### config.mk
export PLATFORM = sky130hd
export DESIGN_NAME = pbs_sequencer
export DESIGN_NICKNAME = d
export VERILOG_FILES = /design/src/logic/pbs_pkg.sv /design/src/logic/pbs_sync.sv /design/src/logic/pbs_debounce.sv /design/src/logic/pbs_sequencer.sv
export SDC_FILE = /design/constraint.sdc
export NUM_CORES = 1
export LEC_CHECK = 0
export BUFFER_PORTS_ARGS = -buffer_cell sky130_fd_sc_hd__buf_2
export CORE_MARGIN = 4
export CORE_UTILIZATION = 45
export DETAILED_ROUTE_END_ITERATION = 10
export HOLD_SLACK_MARGIN = 0.06
export MAX_ROUTING_LAYER = met4
export SLEW_MARGIN = 30
export SYNTH_ARGS = -nofsm -noshare
export SYNTH_HDL_FRONTEND = slang
export SYNTH_SLANG_ARGS = --single-unit
### constraint.sdc
create_clock -name mclk -period 2.5 [get_ports mclk]
set_input_delay 0.25 -clock mclk [delete_from_list [all_inputs] [get_ports mclk]]
set_output_delay 0.25 -clock mclk [all_outputs]
set_load 0.05 [all_outputs]
### src/logic/pbs_pkg.sv
// Purpose: shared constants and types of the push-button power sequencer
// Assumes: core clock of 100 MHz
// Notes: times are given in their own unit, cycle counts derived below
package pbs_pkg;
   // serial slave address, upper seven bits of the first byte
   localparam logic [6:0] DEV_ADDR = 7'h5A;
   localparam logic [3:0] BYTE_BITS = 4'h8;

   // register offsets
   localparam logic [7:0] REG_SYS = 8'h06;
   localparam logic [7:0] REG_LDO4 = 8'h40;
   localparam logic [7:0] REG_LDO5 = 8'h41;

   // field positions
   localparam int SYS_STAT_BIT = 0;
   localparam int SYS_UNMASK_BIT = 1;
   localparam int SYS_SPARE_BIT = 4;
   localparam int LDO_ON_BIT = 7;

   // reset values
   localparam logic SYS_UNMASK_RST = 1'b1;
   localparam logic SYS_SPARE_RST = 1'b0;
   localparam logic [7:0] LDO_RST = 8'hA0;

   // timing
   localparam int CLK_KHZ = 100_000;
   localparam int RST_TIME_MS = 260;
   localparam int RST_CYCLES = RST_TIME_MS * CLK_KHZ;
   localparam int DEB_TIME_MS = 5;
   localparam int DEB_CYCLES = DEB_TIME_MS * CLK_KHZ;

   typedef enum logic [2:0] {
      SEQ_OFF = 3'h0, SEQ_RAMP = 3'h1, SEQ_TIMER = 3'h3, SEQ_HOLD = 3'h2, SEQ_RUN = 3'h6
   } pbs_seq_t;

   typedef enum logic [3:0] {
      BUS_IDLE = 4'h0, BUS_ADDR = 4'h1, BUS_ACKA = 4'h3, BUS_REGA = 4'h2,
      BUS_ACKR = 4'h6, BUS_WDATA = 4'h7, BUS_ACKW = 4'h5, BUS_RDATA = 4'h4,
      BUS_RACK = 4'hC
   } pbs_bus_t;
endpackage : pbs_pkg

### src/logic/pbs_sync.sv
// Purpose: two-stage synchroniser for inputs from outside the clock domain
// Assumes: inputs change slowly compared to the core clock
// Notes: the first stage feeds only the second
`timescale 1ns/1ps
module pbs_sync #(
   parameter int W = 1
) (
   input wire logic mclk,
   input wire logic resetn,
   input wire logic [W-1:0] din,
   output logic [W-1:0] dout
);
   typedef struct packed {
      logic [W-1:0] meta;
      logic [W-1:0] stable;
   } pbs_sync_st_t;

   pbs_sync_st_t s_q, s_d;

   always_comb begin
      s_d = s_q;
      s_d.meta = din;
      s_d.stable = s_q.meta;
   end

   always_ff @(posedge mclk) begin
      if (!resetn) begin
         s_q <= '0;
      end else begin
         s_q <= s_d;
      end
   end

   assign dout = s_q.stable;
endmodule : pbs_sync

### src/logic/pbs_debounce.sv
// Purpose: debounce of active-low push-button levels
// Assumes: inputs already synchronised
// Notes: a level is taken only after it stood for CYCLES clocks
`timescale 1ns/1ps
module pbs_debounce #(
   parameter int W = 2,
   parameter int CYCLES = pbs_pkg::DEB_CYCLES
) (
   input wire logic mclk,
   input wire logic resetn,
   input wire logic [W-1:0] din,
   output logic [W-1:0] dout
);
   localparam int CW = $clog2(CYCLES + 1);
   localparam logic [CW-1:0] LAST = CW'(CYCLES - 1);

   typedef struct packed {
      logic [W-1:0] level;
      logic [W-1:0][CW-1:0] cnt;
   } pbs_deb_st_t;

   pbs_deb_st_t s_q, s_d;

   always_comb begin
      s_d = s_q;
      for (int i = 0; i < W; i++) begin
         if (din[i] == s_q.level[i]) begin
            s_d.cnt[i] = '0;
         end else if (s_q.cnt[i] == LAST) begin
            s_d.cnt[i] = '0;
            s_d.level[i] = din[i];
         end else begin
            s_d.cnt[i] = s_q.cnt[i] + 1'b1;
         end
      end
   end

   // released level after reset, so no press is seen at power-up
   always_ff @(posedge mclk) begin
      if (!resetn) begin
         s_q.level <= '1;
         s_q.cnt <= '0;
      end else begin
         s_q <= s_d;
      end
   end

   assign dout = s_q.level;
endmodule : pbs_debounce

### src/logic/pbs_sequencer.sv
// Purpose: push-button power sequencer with serial register slave
// Assumes: analog comparators give buck one 94 percent and in-range flags
// Notes: open-drain pins drive low while their enable is high
`timescale 1ns/1ps
module pbs_sequencer #(
   parameter int RESET_CYCLES = pbs_pkg::RST_CYCLES,
   parameter int DEBOUNCE_CYCLES = pbs_pkg::DEB_CYCLES
) (
   input wire logic mclk,
   input wire logic resetn,
   input wire logic sclIn,
   input wire logic sdaIn,
   output logic sdaOut,
   output logic sdaOe,
   input wire logic pushbuttonInputN,
   input wire logic pushbuttonHardN,
   input wire logic enableInFirst,
   input wire logic enableInSecond,
   input wire logic enableInThird,
   input wire logic buckOneAt94,
   input wire logic buckOneInRange,
   input wire logic overTemp,
   output logic buckOneEn,
   output logic buckTwoEn,
   output logic buckThreeEn,
   output logic ldoFourEn,
   output logic ldoFiveEn,
   output logic systemResetOutN,
   output logic systemResetOutOe,
   output logic interruptOutN,
   output logic interruptOutOe
);
   localparam int TW = $clog2(RESET_CYCLES + 1);
   localparam logic [TW-1:0] TMR_LOAD = TW'(RESET_CYCLES);
   localparam logic [7:0] SYS_RO_MASK = 8'hEC;

   typedef struct packed {
      pbs_pkg::pbs_seq_t seq;
      logic [TW-1:0] tmr;
      logic [TW-1:0] hardTmr;
      pbs_pkg::pbs_bus_t bus;
      logic [3:0] cnt;
      logic [7:0] shift;
      logic [7:0] ptr;
      logic rw;
      logic nack;
      logic rdSeen;
      logic sdaLow;
      logic unmask;
      logic spare4;
      logic [7:0] ldo4;
      logic [7:0] ldo5;
      logic irq;
      logic rstOe;
      logic [4:0] en;
      logic sclD;
      logic sdaD;
      logic pressD;
   } pbs_top_st_t;

   pbs_top_st_t s_q, s_d;

   logic [8:0] syncOut;
   logic [1:0] pbDeb;
   logic sclS;
   logic sdaS;
   logic [2:0] enS;
   logic at94S;
   logic inRangeS;
   logic overTempS;
   logic pressed;
   logic hardPress;
   logic weakPress;
   logic pressEdge;
   logic anyEn;
   logic sclRise;
   logic sclFall;
   logic startCond;
   logic stopCond;
   logic irqSet;
   logic [7:0] rd;

   // every input pin except mclk and resetn passes two flops first
   pbs_sync #(.W(9)) u_sync (
      .mclk(mclk),
      .resetn(resetn),
      .din({sclIn, sdaIn, pushbuttonInputN, pushbuttonHardN, enableInThird,
            enableInSecond, enableInFirst, buckOneAt94, buckOneInRange}),
      .dout(syncOut)
   );

   pbs_sync #(.W(1)) u_sync_temp (
      .mclk(mclk),
      .resetn(resetn),
      .din(overTemp),
      .dout(overTempS)
   );

   pbs_debounce #(.W(2), .CYCLES(DEBOUNCE_CYCLES)) u_deb (
      .mclk(mclk),
      .resetn(resetn),
      .din(syncOut[6:5]),
      .dout(pbDeb)
   );

   assign sclS = syncOut[8];
   assign sdaS = syncOut[7];
   assign enS = syncOut[4:2];
   assign at94S = syncOut[1];
   assign inRangeS = syncOut[0];
   assign pressed = ~pbDeb[1];
   assign hardPress = ~pbDeb[0];
   // weak press is low but not hard
   assign weakPress = pressed & ~hardPress;
   assign pressEdge = weakPress & ~s_q.pressD;
   assign anyEn = |enS;

   // start and stop while scl high
   assign startCond = sclS & s_q.sclD & s_q.sdaD & ~sdaS;
   assign stopCond = sclS & s_q.sclD & ~s_q.sdaD & sdaS;
   assign sclRise = sclS & ~s_q.sclD;
   assign sclFall = ~sclS & s_q.sclD;

   function automatic logic [7:0] regRead(
      input logic [7:0] a,
      input logic stat,
      input logic unm,
      input logic sp,
      input logic [7:0] l4,
      input logic [7:0] l5
   );
      logic [7:0] v;
      v = '0;
      if (a == pbs_pkg::REG_SYS) begin
         v[pbs_pkg::SYS_STAT_BIT] = stat;
         v[pbs_pkg::SYS_UNMASK_BIT] = unm;
         v[pbs_pkg::SYS_SPARE_BIT] = sp;
      end else if (a == pbs_pkg::REG_LDO4) begin
         v = l4;
      end else if (a == pbs_pkg::REG_LDO5) begin
         v = l5;
      end
      return v;
   endfunction : regRead

   assign rd = regRead(s_q.ptr, pressed, s_q.unmask, s_q.spare4, s_q.ldo4, s_q.ldo5);

   always_comb begin
      s_d = s_q;
      irqSet = 1'b0;
      s_d.sclD = sclS;
      s_d.sdaD = sdaS;
      s_d.pressD = weakPress;

      // serial slave; the master owns every clock edge
      if (startCond) begin
         s_d.bus = pbs_pkg::BUS_ADDR;
         s_d.cnt = '0;
         s_d.sdaLow = 1'b0;
      end else if (stopCond) begin
         s_d.bus = pbs_pkg::BUS_IDLE;
         s_d.sdaLow = 1'b0;
         s_d.rdSeen = 1'b0;
      end else begin
         // shift in msb first on rise
         if (sclRise) begin
            case (s_q.bus)
               pbs_pkg::BUS_ADDR, pbs_pkg::BUS_REGA, pbs_pkg::BUS_WDATA: begin
                  s_d.shift = {s_q.shift[6:0], sdaS};
                  s_d.cnt = s_q.cnt + 1'b1;
               end
               pbs_pkg::BUS_RDATA: begin
                  s_d.cnt = s_q.cnt + 1'b1;
               end
               pbs_pkg::BUS_RACK: begin
                  s_d.nack = sdaS;
               end
               default: begin
               end
            endcase
         end
         if (sclFall) begin
            case (s_q.bus)
               pbs_pkg::BUS_ADDR: begin
                  if (s_q.cnt == pbs_pkg::BYTE_BITS) begin
                     if (s_q.shift[7:1] == pbs_pkg::DEV_ADDR) begin
                        s_d.bus = pbs_pkg::BUS_ACKA;
                        s_d.sdaLow = 1'b1;
                        s_d.rw = s_q.shift[0];
                     end else begin
                        s_d.bus = pbs_pkg::BUS_IDLE;
                     end
                  end
               end
               pbs_pkg::BUS_ACKA: begin
                  s_d.cnt = '0;
                  if (s_q.rw) begin
                     s_d.bus = pbs_pkg::BUS_RDATA;
                     s_d.shift = rd;
                     s_d.sdaLow = ~rd[7];
                     s_d.rdSeen = 1'b1;
                  end else begin
                     s_d.bus = pbs_pkg::BUS_REGA;
                     s_d.sdaLow = 1'b0;
                  end
               end
               pbs_pkg::BUS_REGA: begin
                  if (s_q.cnt == pbs_pkg::BYTE_BITS) begin
                     s_d.ptr = s_q.shift;
                     s_d.bus = pbs_pkg::BUS_ACKR;
                     s_d.sdaLow = 1'b1;
                  end
               end
               pbs_pkg::BUS_ACKR, pbs_pkg::BUS_ACKW: begin
                  s_d.bus = pbs_pkg::BUS_WDATA;
                  s_d.cnt = '0;
                  s_d.sdaLow = 1'b0;
               end
               pbs_pkg::BUS_WDATA: begin
                  // one byte lands in the addressed register
                  if (s_q.cnt == pbs_pkg::BYTE_BITS) begin
                     s_d.bus = pbs_pkg::BUS_ACKW;
                     s_d.sdaLow = 1'b1;
                     if (s_q.ptr == pbs_pkg::REG_SYS) begin
                        s_d.unmask = s_q.shift[pbs_pkg::SYS_UNMASK_BIT];
                        s_d.spare4 = s_q.shift[pbs_pkg::SYS_SPARE_BIT];
                     end else if (s_q.ptr == pbs_pkg::REG_LDO4) begin
                        s_d.ldo4 = s_q.shift;
                     end else if (s_q.ptr == pbs_pkg::REG_LDO5) begin
                        s_d.ldo5 = s_q.shift;
                     end
                  end
               end
               pbs_pkg::BUS_RDATA: begin
                  if (s_q.cnt == pbs_pkg::BYTE_BITS) begin
                     s_d.bus = pbs_pkg::BUS_RACK;
                     s_d.sdaLow = 1'b0;
                  end else begin
                     s_d.shift = {s_q.shift[6:0], 1'b0};
                     s_d.sdaLow = ~s_q.shift[6];
                  end
               end
               pbs_pkg::BUS_RACK: begin
                  if (s_q.nack) begin
                     s_d.bus = pbs_pkg::BUS_IDLE;
                  end else begin
                     s_d.bus = pbs_pkg::BUS_RDATA;
                     s_d.cnt = '0;
                     s_d.shift = rd;
                     s_d.sdaLow = ~rd[7];
                  end
               end
               default: begin
               end
            endcase
         end
      end

      // hard press reloads the reset timeout
      if (hardPress) begin
         s_d.hardTmr = TMR_LOAD;
      end else if (s_q.hardTmr != '0) begin
         s_d.hardTmr = s_q.hardTmr - 1'b1;
      end

      case (s_q.seq)
         pbs_pkg::SEQ_OFF: begin
            if (pressEdge && !overTempS) begin
               s_d.seq = pbs_pkg::SEQ_RAMP;
            end
         end
         pbs_pkg::SEQ_RAMP: begin
            // wait for buck one at 94 percent
            if (!pressed && !anyEn) begin
               s_d.seq = pbs_pkg::SEQ_OFF;
            end else if (at94S) begin
               s_d.seq = pbs_pkg::SEQ_TIMER;
               s_d.tmr = TMR_LOAD;
            end
         end
         pbs_pkg::SEQ_TIMER: begin
            if (!pressed && !anyEn) begin
               s_d.seq = pbs_pkg::SEQ_OFF;
            end else if (s_q.tmr != '0) begin
               s_d.tmr = s_q.tmr - 1'b1;
            end else if (inRangeS) begin
               s_d.seq = pbs_pkg::SEQ_HOLD;
               irqSet = 1'b1;
            end
         end
         pbs_pkg::SEQ_HOLD: begin
            if (anyEn) begin
               s_d.seq = pbs_pkg::SEQ_RUN;
            end else if (!pressed) begin
               s_d.seq = pbs_pkg::SEQ_OFF;
            end
         end
         pbs_pkg::SEQ_RUN: begin
            // off when all enables drop, or on over-temperature below
            if (!anyEn) begin
               s_d.seq = pbs_pkg::SEQ_OFF;
            end
            if (pressEdge && s_q.unmask) begin
               irqSet = 1'b1;
            end
         end
         default: begin
            s_d.seq = pbs_pkg::SEQ_OFF;
         end
      endcase
      if (overTempS) begin
         s_d.seq = pbs_pkg::SEQ_OFF;
      end

      // set wins over the read clear
      if (irqSet) begin
         s_d.irq = 1'b1;
      end else if (stopCond && s_q.rdSeen) begin
         s_d.irq = 1'b0;
      end

      s_d.rstOe = (s_q.seq == pbs_pkg::SEQ_OFF) || (s_q.seq == pbs_pkg::SEQ_RAMP) ||
                  (s_q.seq == pbs_pkg::SEQ_TIMER) || hardPress || (s_q.hardTmr != '0);

      s_d.en = '0;
      case (s_q.seq)
         pbs_pkg::SEQ_RAMP: begin
            s_d.en[0] = 1'b1;
         end
         pbs_pkg::SEQ_TIMER, pbs_pkg::SEQ_HOLD: begin
            s_d.en = {2'b11, enS[2:1], 1'b1};
         end
         pbs_pkg::SEQ_RUN: begin
            s_d.en[2:0] = enS;
            s_d.en[3] = s_q.ldo4[pbs_pkg::LDO_ON_BIT];
            s_d.en[4] = s_q.ldo5[pbs_pkg::LDO_ON_BIT];
         end
         default: begin
         end
      endcase
      if (overTempS) begin
         s_d.en = '0;
      end
   end

   always_ff @(posedge mclk) begin
      if (!resetn) begin
         s_q <= '0;
         s_q.unmask <= pbs_pkg::SYS_UNMASK_RST;
         s_q.spare4 <= pbs_pkg::SYS_SPARE_RST;
         s_q.ldo4 <= pbs_pkg::LDO_RST;
         s_q.ldo5 <= pbs_pkg::LDO_RST;
         s_q.rstOe <= 1'b1;
      end else begin
         s_q <= s_d;
      end
   end

   // slave drives sda only, never scl
   assign sdaOut = 1'b0;
   assign sdaOe = s_q.sdaLow;
   assign {ldoFiveEn, ldoFourEn, buckThreeEn, buckTwoEn, buckOneEn} = s_q.en;
   assign systemResetOutN = 1'b0;
   assign systemResetOutOe = s_q.rstOe;
   assign interruptOutN = 1'b0;
   assign interruptOutOe = s_q.irq;

   chk_addr_match: assert property (
      @(posedge mclk) disable iff (!resetn)
      (s_q.bus == pbs_pkg::BUS_ACKA) |-> (s_q.shift[7:1] == pbs_pkg::DEV_ADDR))
      else $error("ack given to foreign address");

   chk_drive_idle: assert property (
      @(posedge mclk) disable iff (!resetn)
      (s_q.bus == pbs_pkg::BUS_IDLE) |-> !sdaOe)
      else $error("sda driven outside a transaction");

   chk_ack_low: assert property (
      @(posedge mclk) disable iff (!resetn)
      (sclFall && s_q.bus == pbs_pkg::BUS_WDATA && s_q.cnt == pbs_pkg::BYTE_BITS)
      |=> sdaOe && s_q.bus == pbs_pkg::BUS_ACKW)
      else $error("written byte not acknowledged");

   chk_mask_gate: assert property (
      @(posedge mclk) disable iff (!resetn)
      ($rose(s_q.irq) && $past(s_q.seq) == pbs_pkg::SEQ_RUN) |-> $past(s_q.unmask))
      else $error("masked button raised interrupt");

   chk_ro_zero: assert property (
      @(posedge mclk) disable iff (!resetn)
      (s_q.ptr == pbs_pkg::REG_SYS) |-> ((rd & SYS_RO_MASK) == 8'h00))
      else $error("read-only bits not zero");

   chk_hard_rst: assert property (
      @(posedge mclk) disable iff (!resetn)
      hardPress |=> systemResetOutOe ##1 systemResetOutOe)
      else $error("hard press did not hold reset");

   chk_run_hold: assert property (
      @(posedge mclk) disable iff (!resetn)
      (s_q.seq == pbs_pkg::SEQ_RUN && anyEn && !overTempS) |=> s_q.seq == pbs_pkg::SEQ_RUN)
      else $error("system left run with an enable");

   chk_tsd_off: assert property (
      @(posedge mclk) disable iff (!resetn)
      overTempS |=> (s_q.en == 5'h00) && (s_q.seq == pbs_pkg::SEQ_OFF))
      else $error("regulator on while hot");

   chk_rst_range: assert property (
      @(posedge mclk) disable iff (!resetn)
      ($past(s_q.seq) == pbs_pkg::SEQ_TIMER && s_q.seq == pbs_pkg::SEQ_HOLD)
      |-> $past(inRangeS) && $past(s_q.tmr) == '0)
      else $error("reset released out of range");

   chk_early_off: assert property (
      @(posedge mclk) disable iff (!resetn)
      (s_q.seq == pbs_pkg::SEQ_RAMP && !pressed && !anyEn) |=> s_q.seq == pbs_pkg::SEQ_OFF)
      else $error("no shutdown on early release");

   chk_irq_clear: assert property (
      @(posedge mclk) disable iff (!resetn)
      $fell(s_q.irq) |-> $past(stopCond) && $past(s_q.rdSeen))
      else $error("interrupt cleared without read");
endmodule : pbs_sequencer

==> results.md <==
- Status: finished clean
- CP Launch Type: flop
- Final setup vio count: 0
- Post-synth top cells: dfxtp_1, nor2_1, nand2_1
- Routed wire per std cell: 14.6 µm
- Kind of critical path: flop to flop
- Worst hold start: resetn
- CP required: 2.84 ns
- WL final: 17000 µm
- Final core utilization: 0.524
- Place WS: 0.212 ns
- Peak Freq: 433 MHz
- Vias: 6391
- Area contributors post-synth: dfxtp_1, nor2_1, mux2i_1
- Placed insts: 1125
- Area Growth Syn to Fin: 14.7%
- Period minus WS final: 2.31 ns
- Critical path data arrival time: 2.65 ns
- CTS Sinks: 169
- Max IR drop VDD: 0.515 mV
- Post-CTS Resized: 0
- CP Max Fanout: 9
- Filler cell count: 1657
- Clk Latency, worst-skew pair: 0.42 ns
- Synth async-reset ratio: 0
- Worst min path class: input port to flop
- Setup TNS: 0 ns
- First-pass DRT Iterations: 5
- Final hold violations: 0
- Grt ovf: 0
- Number of flops mapped to enable cells by yosys: 0
- R2R Path End: s_q[70]
- H-tree levels: 4
- First-iteration detailed-routing DRC count: 352
- DR DRC count: 0
- CP Depth: 5
- Io pins: 23
- First-pass GRT wire length: 29400 µm
- Most common cell in the netlist: dfxtp_1
- #FFs+latches synth: 169
- Starting Density: 0.457
- Worst Path Buf+Inv: 0
- Synthesized instance count: 888
- Reg-to-reg slack, setup: 0.19 ns
- Die width: 140 µm
- Register-to-Register Path Depth: 5
- Synth top area share: 0.431
- Syn. warnings: 0
- Antenna cell count: 0
- All-Layer GR Usage: 0.184
- CTS tree: built
- Max-slew headroom: 0.565
- Pwr dens: 786 mW/mm²
- Antenna violations before repair: 0
- Core area: 0.0172 mm²
- Largest stage delay, worst path: 0.55 ns
- Share of layout cells above drive strength 1: 0.104
- Die Ht: 140 µm
- CP delay by family, top: simple AND/OR/NAND/NOR gates
- Maximum clock insertion buffer count: 2
- TritonCTS Buffers: 17
- I/O Buffers: 19
- Final worst setup slack: 0.193 ns
- Count of cell types in the netlist: 74
- Max-capacitance violation count: 0
- Worst Hold Path EP: u_deb.dout[0]
- Routed Antenna Nets: 0
- Fin crit share: 0.923
- Primary FF master, synth: dfxtp_1
- Synthesized cell area: 0.00785 mm²
- Dpl hpwl: 11800 µm
- RSZ-0062 raised after global routing: false
- Hold Path Stages: 3
- Vias per std cell: 5.48
- Layout Skew: 0.0103 ns
- Post-synth top area cell: dfxtp_1
- Clock-pin slew on the worst setup and hold paths: 0.07 ns
- Sequential area share after synthesis: 0.431
- Final Max Slew Viols: 0
- NumNets Final: 947
- Final Non-Filler Cells: 1167
- Pin count of the biggest net entering global routing: 40
- Worst R2R Start: s_q[63]
- Final Power: 7.07 mW
- Leakage: 3.36 nW
- Measured slew at the worst slew-check pin: 0.653 ns
- Placement Rows: 48
- Crit-path slowest cell: or4_4
- GPL Wtd Cong: 0.853
- Syn Area/Cell: 8.84 µm²
- CP cell instances: or4_4 > nor4_4 > o211ai_2 > or4_1 > a21oi_1
- Number of global-route vias before repair: 6009
- Die Area: 0.0196 mm²
- Clock Tree Root: clkbuf_16
- Critical Path End Type: flop
-- layer usage --
layer	global-route usage	share of wire
met5	-	0
met2	0.286	0.46
met4	0.0556	0.011
met3	0.0386	0.031
met1	0.242	0.50
-- timing repair --
item                      in CTS  in global routing
hold buffers                  10                  0
hold endpoints to repair      10                  0
setup buffers                  0                  0
-- worst max-delay path by stage --
stage	start	end	slack, ns
after floorplan	s_q[68]	s_q[68]	0.40
after global placement	s_q[63]	s_q[73]	0.23
after CTS	s_q[63]	s_q[70]	0.19
after detailed placement	s_q[63]	s_q[70]	0.21
after global routing	s_q[63]	s_q[73]	0.05
final	s_q[63]	s_q[70]	0.19
-- logic make-up (layout without fill, tap and decap cells) --
| kind of cell | count (synthesis) | in the layout | share of synthesized area |
|---|---|---|---|
| xor gates and xnor gates | 57 | 57 | 0.0654 |
| AOI/OAI and AO/OA | 170 | 170 | 0.144 |
| adders and majority gates | 6 | 6 | 0.00957 |
| buffers and inverters | 68 | 120 | 0.0343 |
| muxes | 40 | 40 | 0.0512 |
| and+or+nand+nor | 377 | 377 | 0.263 |
| DFF | 169 | 169 | 0.431 |
| other | 1 | 3 | 0.000478 |
-- registers in the layout (all words and copies together) (netlist names), 2 cells and up --
register,cells
u_deb.s_q,38
u_sync.s_d,9
u_sync.dout,9
u_deb.dout,2
s_q,101
-- worst min-delay path, cell delays in order --
cell     delay (ns)
buf_2          0.10
buf_4          0.23
nand2_1        0.09
-- cells in the final DEF (no fill, tap or decap), drive strengths merged, types with 5 or more instances in the layout --
| cell | count |
|---|---|
| ha | 6 |
| or4 | 17 |
| dfxtp | 169 |
| nand3 | 29 |
| o41ai | 5 |
| and3 | 9 |
| o211ai | 11 |
| o21ai | 34 |
| a21oi | 35 |
| a31oi | 20 |
| o31ai | 8 |
| nor4 | 16 |
| o22ai | 5 |
| nand2b | 10 |
| xor2 | 24 |
| and2 | 27 |
| xnor2 | 32 |
| inv | 27 |
| nor3 | 25 |
| nor2 | 123 |
| o2bb2ai | 6 |
| buf | 53 |
| nand2 | 42 |
| dlygate4sd3 | 10 |
| mux2i | 39 |
| clkinvlp | 5 |
| and4 | 6 |
| or3 | 24 |
| or2 | 5 |
| nand4 | 15 |
| nor4b | 6 |
| a211oi | 13 |
| clkbuf | 20 |
-- metrics by stage --
stage	cell area, µm²	hold WS [ns]
detailed placement	8310	0.419
CTS	9000	0.281
global placement	8310	0.418
finish	9000	0.284
global route	9000	0.315
floorplan	7850	0.377
-- power by group --
| group | total [mW] | switching, mW | internal (mW) | leakage, nW |
|---|---|---|---|---|
| combinational | 1.39 | 0.838 | 0.551 | 1.72 |
| clock | 2.62 | 1.11 | 1.51 | 0.271 |
| sequential | 3.06 | 0.181 | 2.88 | 1.37 |
-- layout make-up --
| class | instances | area [µm²] | area share |
|---|---|---|---|
| clock buffer | 20 | 447 | 0.0496 |
| clock inverter | 12 | 140 | 0.0156 |
| inverter | 25 | 93.8 | 0.0104 |
| multi-input combinational | 653 | 4200 | 0.467 |
| sequential | 169 | 3380 | 0.376 |
| tap | 225 | 282 | 0.0313 |
| timing repair buffer | 63 | 450 | 0.0501 |
Note: power is estimated with default switching activity, not from simulation.
